==> src/inc/oselg_defines.svh <==
`ifndef OSELG_DEFINES_SVH
`define OSELG_DEFINES_SVH

// Register addresses (6-bit immediate set)
`define OSELG_ADDR_RISE_WR 6'h0d
`define OSELG_ADDR_RISE_SET 6'h0e
`define OSELG_ADDR_RISE_CLR 6'h0f
`define OSELG_ADDR_FALL_WR 6'h10
`define OSELG_ADDR_FALL_SET 6'h11
`define OSELG_ADDR_FALL_CLR 6'h12
`define OSELG_ADDR_LIVE 6'h13
`define OSELG_ADDR_LATCH 6'h14

// Field layout
`define OSELG_NSRC 5
`define OSELG_BIT_ID 4
`define OSELG_BIT_SEND 3
`define OSELG_BIT_SVLD 2
`define OSELG_BIT_VBUS 1
`define OSELG_BIT_HDISC 0

// Reset values
`define OSELG_RISE_RST 8'h1f
`define OSELG_FALL_RST 8'h1f
`define OSELG_LATCH_RST 8'h00
`define OSELG_ZERO8 8'h00
`define OSELG_ZERO5 5'h00

`endif

==> src/inc/oselg_pkg.sv <==
package oselg_pkg;
   typedef enum logic [1:0] {
      OSELG_WR_PLAIN,
      OSELG_WR_SET,
      OSELG_WR_CLR
   } oselg_wr_kind_t;
   typedef logic [7:0] oselg_byte_t;
endpackage

==> src/core/oselg_edge.sv <==
`timescale 1ns/100ps
`include "oselg_defines.svh"

module oselg_edge #(
   parameter int NSRC = `OSELG_NSRC
) (
   input wire logic sys_clk, // Clock
   input wire logic sys_rst, // Sync reset, active high
   input wire logic clk_en, // Clock enable
   input wire logic [NSRC-1:0] src_in, // Source levels
   input wire logic [NSRC-1:0] rise_en, // Rising enables
   input wire logic [NSRC-1:0] fall_en, // Falling enables
   output logic [NSRC-1:0] live_q, // Registered live level
   output logic [NSRC-1:0] event_d // Enabled edge this cycle, masked by rise_en/fall_en
);
   logic [NSRC-1:0] prev_q;

   always_ff @(posedge sys_clk) begin
      if (sys_rst) begin
         live_q <= '0;
         prev_q <= '0;
      end else if (clk_en) begin
         live_q <= src_in;
         prev_q <= live_q;
      end
   end

   // Compare with previous sample; one event per source per cycle
   genvar i;
   generate
      for (i = 0; i < NSRC; i++) begin : g_src
         assign event_d[i] = clk_en & ((live_q[i] & ~prev_q[i] & rise_en[i]) |
                                       (~live_q[i] & prev_q[i] & fall_en[i]));
      end
   endgenerate
endmodule

==> src/core/oselg_top.sv <==
`timescale 1ns/100ps
`include "oselg_defines.svh"

module oselg_top
   import oselg_pkg::*;
(
   input wire logic sys_clk, // Clock 200 MHz
   input wire logic sys_rst, // Sync reset, active high
   input wire logic clk_en, // Freezes all state when low
   input wire logic id_pin_grounded, // Id detector
   input wire logic session_ended, // Session end comparator
   input wire logic session_ok, // Session valid comparator
   input wire logic bus_power_ok, // Bus power valid comparator
   input wire logic host_link_lost, // Host disconnect detector
   input wire logic low_power_mode, // Level: device in low-power mode
   input wire logic serial_mode, // Level: device in serial mode
   input wire logic reg_wr, // Register write strobe
   input wire logic reg_rd, // Register read strobe
   input wire logic [5:0] reg_addr, // Register address
   input wire logic [7:0] reg_wdata, // Write data
   output logic [7:0] reg_rdata_q, // Read data, valid cycle after reg_rd
   output logic intr_q, // One-cycle interrupt pulse
   output logic rxcmd_req_q, // One-cycle RXCMD request pulse
   output logic [4:0] rxcmd_state_q // Source levels carried with RXCMD
);
   localparam int NSRC = `OSELG_NSRC;

   logic [7:0] rise_q;
   logic [7:0] fall_q;
   logic [NSRC-1:0] latch_q;
   logic [NSRC-1:0] live_q;
   logic [NSRC-1:0] event_d;
   logic [NSRC-1:0] src_in;
   logic mode_prev_q;
   logic mode_entry;

   // ----------------------------------------
   // Source mapping
   // ----------------------------------------
   assign src_in[`OSELG_BIT_ID] = id_pin_grounded;
   assign src_in[`OSELG_BIT_SEND] = session_ended;
   assign src_in[`OSELG_BIT_SVLD] = session_ok;
   assign src_in[`OSELG_BIT_VBUS] = bus_power_ok;
   assign src_in[`OSELG_BIT_HDISC] = host_link_lost;

   oselg_edge #(
      .NSRC(NSRC)
   ) u_edge (
      .sys_clk(sys_clk),
      .sys_rst(sys_rst),
      .clk_en(clk_en),
      .src_in(src_in),
      .rise_en(rise_q[NSRC-1:0]),
      .fall_en(fall_q[NSRC-1:0]),
      .live_q(live_q),
      .event_d(event_d)
   );

   // ----------------------------------------
   // Register write decode
   // ----------------------------------------
   function automatic logic [7:0] apply_wr(input logic [7:0] cur, input logic [7:0] wd,
                                           input oselg_wr_kind_t kind);
      logic [7:0] r;
      r = cur;
      case (kind)
         OSELG_WR_PLAIN: r = wd;
         OSELG_WR_SET: r = cur | wd;
         OSELG_WR_CLR: r = cur & ~wd;
         default: r = cur;
      endcase
      return r;
   endfunction

   always_ff @(posedge sys_clk) begin
      if (sys_rst) begin
         rise_q <= `OSELG_RISE_RST;
      end else if (clk_en && reg_wr) begin
         case (reg_addr)
            `OSELG_ADDR_RISE_WR: rise_q <= apply_wr(rise_q, reg_wdata, OSELG_WR_PLAIN);
            `OSELG_ADDR_RISE_SET: rise_q <= apply_wr(rise_q, reg_wdata, OSELG_WR_SET);
            `OSELG_ADDR_RISE_CLR: rise_q <= apply_wr(rise_q, reg_wdata, OSELG_WR_CLR);
            default: rise_q <= rise_q;
         endcase
      end
   end

   always_ff @(posedge sys_clk) begin
      if (sys_rst) begin
         fall_q <= `OSELG_FALL_RST;
      end else if (clk_en && reg_wr) begin
         case (reg_addr)
            `OSELG_ADDR_FALL_WR: fall_q <= apply_wr(fall_q, reg_wdata, OSELG_WR_PLAIN);
            `OSELG_ADDR_FALL_SET: fall_q <= apply_wr(fall_q, reg_wdata, OSELG_WR_SET);
            `OSELG_ADDR_FALL_CLR: fall_q <= apply_wr(fall_q, reg_wdata, OSELG_WR_CLR);
            default: fall_q <= fall_q;
         endcase
      end
   end

   // ----------------------------------------
   // Latch, events and mode entry
   // ----------------------------------------
   assign mode_entry = (low_power_mode | serial_mode) & ~mode_prev_q;

   always_ff @(posedge sys_clk) begin
      if (sys_rst) begin
         mode_prev_q <= 1'b0;
      end else if (clk_en) begin
         mode_prev_q <= low_power_mode | serial_mode;
      end
   end

   // New events win over a read clear so none is lost
   always_ff @(posedge sys_clk) begin
      if (sys_rst) begin
         latch_q <= `OSELG_ZERO5;
      end else if (clk_en) begin
         if (mode_entry) begin
            latch_q <= `OSELG_ZERO5;
         end else if (reg_rd && reg_addr == `OSELG_ADDR_LATCH) begin
            latch_q <= event_d;
         end else begin
            latch_q <= latch_q | event_d;
         end
      end
   end

   always_ff @(posedge sys_clk) begin
      if (sys_rst) begin
         intr_q <= 1'b0;
         rxcmd_req_q <= 1'b0;
         rxcmd_state_q <= `OSELG_ZERO5;
      end else if (clk_en) begin
         intr_q <= |event_d;
         rxcmd_req_q <= |event_d;
         rxcmd_state_q <= live_q;
      end
   end

   // ----------------------------------------
   // Read data
   // ----------------------------------------
   always_ff @(posedge sys_clk) begin
      if (sys_rst) begin
         reg_rdata_q <= `OSELG_ZERO8;
      end else if (clk_en && reg_rd) begin
         case (reg_addr)
            `OSELG_ADDR_RISE_WR, `OSELG_ADDR_RISE_SET, `OSELG_ADDR_RISE_CLR:
               reg_rdata_q <= rise_q;
            `OSELG_ADDR_FALL_WR, `OSELG_ADDR_FALL_SET, `OSELG_ADDR_FALL_CLR:
               reg_rdata_q <= fall_q;
            `OSELG_ADDR_LIVE: reg_rdata_q <= {3'h0, live_q};
            `OSELG_ADDR_LATCH: reg_rdata_q <= {3'h0, latch_q};
            default: reg_rdata_q <= `OSELG_ZERO8;
         endcase
      end
   end
endmodule

==> config.mk <==
export PLATFORM = sky130hd
export DESIGN_NAME = oselg_top
export DESIGN_NICKNAME = d
export VERILOG_FILES = /design/src/inc/oselg_pkg.sv /design/src/core/oselg_edge.sv /design/src/core/oselg_top.sv
export VERILOG_INCLUDE_DIRS = /design/src /design/src/inc
export SDC_FILE = /design/constraint.sdc
export NUM_CORES = 1
export LEC_CHECK = 0
export BUFFER_PORTS_ARGS = -buffer_cell sky130_fd_sc_hd__clkbuf_2
export CAP_MARGIN = 20
export CORE_AREA = 2 2 99 63
export CTS_CLUSTER_DIAMETER = 80
export CTS_CLUSTER_SIZE = 30
export DETAILED_ROUTE_END_ITERATION = 10
export DIE_AREA = 0 0 101 65
export HOLD_SLACK_MARGIN = 0.03
export PLACE_DENSITY = 0.52
export SYNTH_ARGS = -nofsm -noshare
export SYNTH_HDL_FRONTEND = slang
export SYNTH_SLANG_ARGS = --single-unit
==> constraint.sdc <==
create_clock -name sys_clk -period 2.3 [get_ports sys_clk]
set_input_delay 0.345 -clock sys_clk [delete_from_list [all_inputs] [get_ports sys_clk]]
set_output_delay 0.345 -clock sys_clk [all_outputs]
set_load 0.1 [all_outputs]
; Yosys cells after proc, flatten, opt, wreduce, memory -nomap -nowiden
; Index checks and enable logic that the tools add are counted.
[totals]
memories = 0
register_bits = 41
latchBits = 0
ramBits = 0
inputBits = 26
wordCells = 80
out_inout_bits = 15
romBits = 0
[op_classes]
n_bitwise = 49
n_lt_le_gt_ge = 0
div_mod_pow = 0
muxes = 5
eq_ne = 8
n_reduce_logical = 10
n_mul = 0
addsub = 0
shifts = 0
[ops]
columns = cell, n
row1 = case mux 8 bit (3 select lines), 2
row2 = case mux 8 bit (4 select lines), 1
row3 = "equality test 6 x 5 -> 1 bit, second input constant", 5
row4 = AND 1 bit, 26
row5 = "equality test 6 x 4 -> 1 bit, second input constant", 3
row6 = AND 8 bit, 2
row7 = OR 8 bit, 2
row8 = NOT 1 bit, 11
row9 = 2-to-1 mux 5 bit, 2
row10 = NOT 8 bit, 1
row11 = OR 1 bit, 6
row12 = nonzero test 3 bit, 2
row13 = OR reduction 3 bit, 2
row14 = OR 5 bit, 1
row15 = OR reduction 5 bit, 1
row16 = AND reduction 2 bit, 2
row17 = logical AND 1 bit, 3

; Longest topological paths before layout
[logic_depth]
word_depth = 8
mapped_depth = 6
ltp_nobuf = 4

; Cells and area by module
; A second synthesis with hierarchy kept.
[unflattened]
hier_cells = 219
area_unflattened_um2 = 2094.5
[modules_own_cells]
columns = module, n_inst, cells_per_inst, area_each_um2, seq_area_each_um2
row1 = oselg_top, 1, 171, 1630.3, 720.7
row2 = oselg_edge, 1, 48, 464.2, 200.2

; Worst setup path after synthesis
; No wires, ideal clock.
[synth_timing]
path_type = input port to flip-flop
from = in reg_addr[5]
to = reg fall_q[5]
arrival_time_ns = 1.735
required_time_ns = 2.162
n_path_buf = 2
cell_stages = 6
setup_time_ns = 0.138
slack_ns = 0.428
cell_sequence = or4b_1 buf_2 or4_1 buf_2 a22oi_1 a211oi_1
[synth_via]
elab_chain_cells = 3
elab_cells_between_ends = 6
classes_between = 3 x eq/ne / 1 x mux / 2 x reduce/logical
[synth_rtl]
columns = element, line
row1 = from (decl), oselg_top.sv:19  ; input wire logic [5:0] reg_addr,
row2 = equality test 6 x 5 -> 1 bit, oselg_top.sv:92  ; case (reg_addr)
row3 = nonzero test 3 bit (no source line), --
row4 = AND reduction 2 bit (no source line), --
row5 = to (signal assigned), oselg_top.sv:93  ; `OSELG_ADDR_FALL_WR: fall_q <= apply_wr(fall_q, reg_wdata, OSELG_WR_PLAIN);
row6 = to (signal assigned), oselg_top.sv:94  ; `OSELG_ADDR_FALL_SET: fall_q <= apply_wr(fall_q, reg_wdata, OSELG_WR_SET);
row7 = to (signal assigned), oselg_top.sv:95  ; `OSELG_ADDR_FALL_CLR: fall_q <= apply_wr(fall_q, reg_wdata, OSELG_WR_CLR);
row8 = to (decl), oselg_top.sv:29  ; logic [7:0] fall_q;
; Several ways; a longest one is shown, not always the timed one.
; A chain may end at the register's enable or synchronous reset.

; Final worst setup path
; Ends and elaborated chain as after synthesis.

==> impl_metrics.toml <==
[status]
outcome = "finished, final reports clean"

[timing]
slew_viol_final = 0
fin_crit_ns = 1.72
fin_setup_tns_ns = 0
skew_ns = 0.00555
timing.slew.headroom_pct = 62.9
rsz0062_at_grt = "false"
fmax_mhz = 581
finalCritPeriodShare_pct = 74.8
tightest_slew_ns = 0.555
setup_viol = 0
hold_viol = 0

[logic_synthesis]
synth_seq_cells = 41
yosys-top-cells-area = "dfxtp_1 43%, a22oi_1 6.3%, mux2i_1 5.3%"
yosysTopAreaCell = "dfxtp_1"
ys_warn_count = 0
synth.distinct_cells = 40
avgSynthCellArea_um2 = 9.30
synth_top_area_share_pct = 43.2
syn_inst = 204
synth-seq-area-share_pct = 43.2
synth_area_um2 = 1900
syn_nets = 230

[setup_path]
cpMaxStageDelayCell = "or4_1"
cp-start-kind = "primary input"
path_delay_family = "simple AND/OR/NAND/NOR gates"
ff2ff_setup_slack_ns = 0.99
path_cells = "clkbuf_2 -> or4b_1 -> or4_1 -> a22oi_1 -> a211oi_1"
cp.required_ns = 2.46
r2r_end = "latch_q[4]$_SDFFE_PP0P_"
r2r-start = "mode_prev_q$_SDFFE_PP0P_"
cp_max_fo = 8
cp.depth = 5
arrival_ns = 1.88
crit_path_max_incr_delay_ns = 0.60
critPathCapture = "fall_q[5]$_SDFFE_PP0P_"
worstRegToRegCells = 4
crit_type = "primary input to flop"
end_kind = "flop"
critPathBufInv = 1
crit_start = "reg_addr[5]"

[flow_run]
maxCapViolCount = 0

[routing]
vias_per_cell = 5.27
drtAntennaViolNets = 0
drc = 0
via_count = 1698
firstDrtPassIters = 4
avgRoutedWirePerCell_um = 16.3
wl_um = 5260
drt-initial-drc-count = 84

[cts]
cts_tree = "done"
cts_resized = 0
cts_buffers = 5
clkTransAtPathRegs_ns = 0.08
hold_buffers = 0
numClockSinks = 41
postCtsSetupRepairBufs = 0
clock_latency_ns = 0.30
cts_root_buffer = "clkbuf_8"
cts_buffer_depth = 2
htree_num_levels = 2

[floorplan]
die_area_um2 = 6570
fp-row-count = 22
fp.dieW_um = 101
initial_core_util_pct = 32.8
io_pins = 41
die_h_um = 65
core_um2 = 5780

[pwr]
power_density_nw_per_um2 = 659
total_power_uw = 1530
irDropWorstVdd_mv = 0.235
p_leak_uw = 0.000930

[worst_hold_path]
min_path_type = "primary input to flop"
min_from = "reg_wdata[6]"

[grt]
grt_overflow = 0
grt_pass1_vias = 1523
grt.total_usage_pct = 17.3
grt_max_degree = 23
grt_pass1_wl_um = 8430
antenna_found_initial = 0

[placement]
place_congestion = 0.807
dp_hpwl_um = 4000
post_dp_cell_area_um2 = 2210
dp_cells = 314
io_buffer_count = 40

[finish]
postLayoutCoreUtil_pct = 40.3
diodes = 0
finalNetCount = 275
drive_above_1_share_pct = 24.0
stdcell_count = 322
n_fill_cell = 593
final_cell_area_um2 = 2330
multiInputGateArea_um2 = 1020
seq_area_um2 = 821
area_growth_pct = 22.6
report_power, final:
group	leakage (uW)	switching (uW)	internal (uW)
clock	0.0000585	252	354
sequential	0.000333	15.2	725
combinational	0.000538	124	64.0
cell usage in the layout, fill, tap and decap left out, drive strengths merged, types with 5 or more instances in the layout:
cell type and count:
o21ai 14, clkbuf 47, a22o 5, a21o 5, and2 5, a31o 5
a22oi 16, dfxtp 41, a221o 5, nor2 17, mux2i 10, a221oi 5
nand2 19, buf 10, nand4b 6
through the flow:
step           worst slack, ns  hold WS (ns)
2_1_floorplan            0.428         0.445
3_3_place_gp             0.276         0.437
3_5_place_dp             0.279         0.451
4_1_cts                  0.579         0.263
5_1_grt                  0.482         0.273
6_report                 0.579         0.271
worst reg2reg max path: cells and delay by family, from the launching register on:
family,cells,cell delay (ns)
DFF,1,0.33
AOI/OAI and AO/OA,4,0.93
synthesized netlist by cell type, drive strengths merged:
cell	number
dfxtp	41
nand2	19
nor2	17
a22oi	16
o21ai	14
mux2i	10
clkbuf	7
nand4b	6
a21o	5
a221o	5
a221oi	5
a22o	5
a31o	5
and2	5
buf	5
a211oi	4
nor3	4
nor3b	4
a21oi	3
a32o	3
nand3b	3
nor2b	3
inv	2
a21boi	1
a311oi	1
a41o	1
and3	1
and3b	1
nand4bb	1
nor4	1
nor4bb	1
o21ba	1
or2	1
or4	1
or4b	1
xnor2	1
area by class of cell:
type / count / share of cell area [%]
multi-input combinational: 149 / 43.7
sequential: 41 / 35.3
timing repair buffer: 50 / 11.8
tap: 72 / 3.87
clock buffer: 7 / 3.71
clock inverter: 1 / 1.29
inverter: 2 / 0.323
layer usage:
layer | routed length [um] | global-route usage (%)
met1 | 2970 | 29.2
met3 | 380 | 4.64
met2 | 1850 | 19.7
met5 | 0 | 0
met4 | 53 | 5.07
worst min-delay path by stage:
| stage | end | slack (ns) | cells past startpoint |
|---|---|---|---|
| 4_1_cts | fall_q[6]$_SDFFE_PP0P_ | 0.26 | 2 |
| 3_3_place_gp | reg_rdata_q[7]$_SDFFE_PP0P_ | 0.44 | 2 |
| 3_5_place_dp | reg_rdata_q[5]$_SDFFE_PP0P_ | 0.45 | 2 |
| 5_1_grt | fall_q[7]$_SDFFE_PP0P_ | 0.27 | 2 |
| 2_1_floorplan | fall_q[5]$_SDFFE_PP0P_ | 0.44 | 1 |
| 6_report | fall_q[6]$_SDFFE_PP0P_ | 0.27 | 2 |
cell families after synthesis:
| family | synth area share, % |
|---|---|
| AOI/OAI and AO/OA | 27.4 |
| and+or+nand+nor | 20.4 |
| muxes | 5.27 |
| xor gates and xnor gates | 0.462 |
| buffers and inverters | 3.16 |
| DFF | 43.2 |
registers in the layout (all words and copies together) (netlist names):
name           count
reg_rdata_q        8
mode_prev_q        1
latch_q            5
u_edge.live_q      5
u_edge.prev_q      5
fall_q             8
rise_q             8
rxcmd_req_q        1
Power figures use the tool's default switching activity.
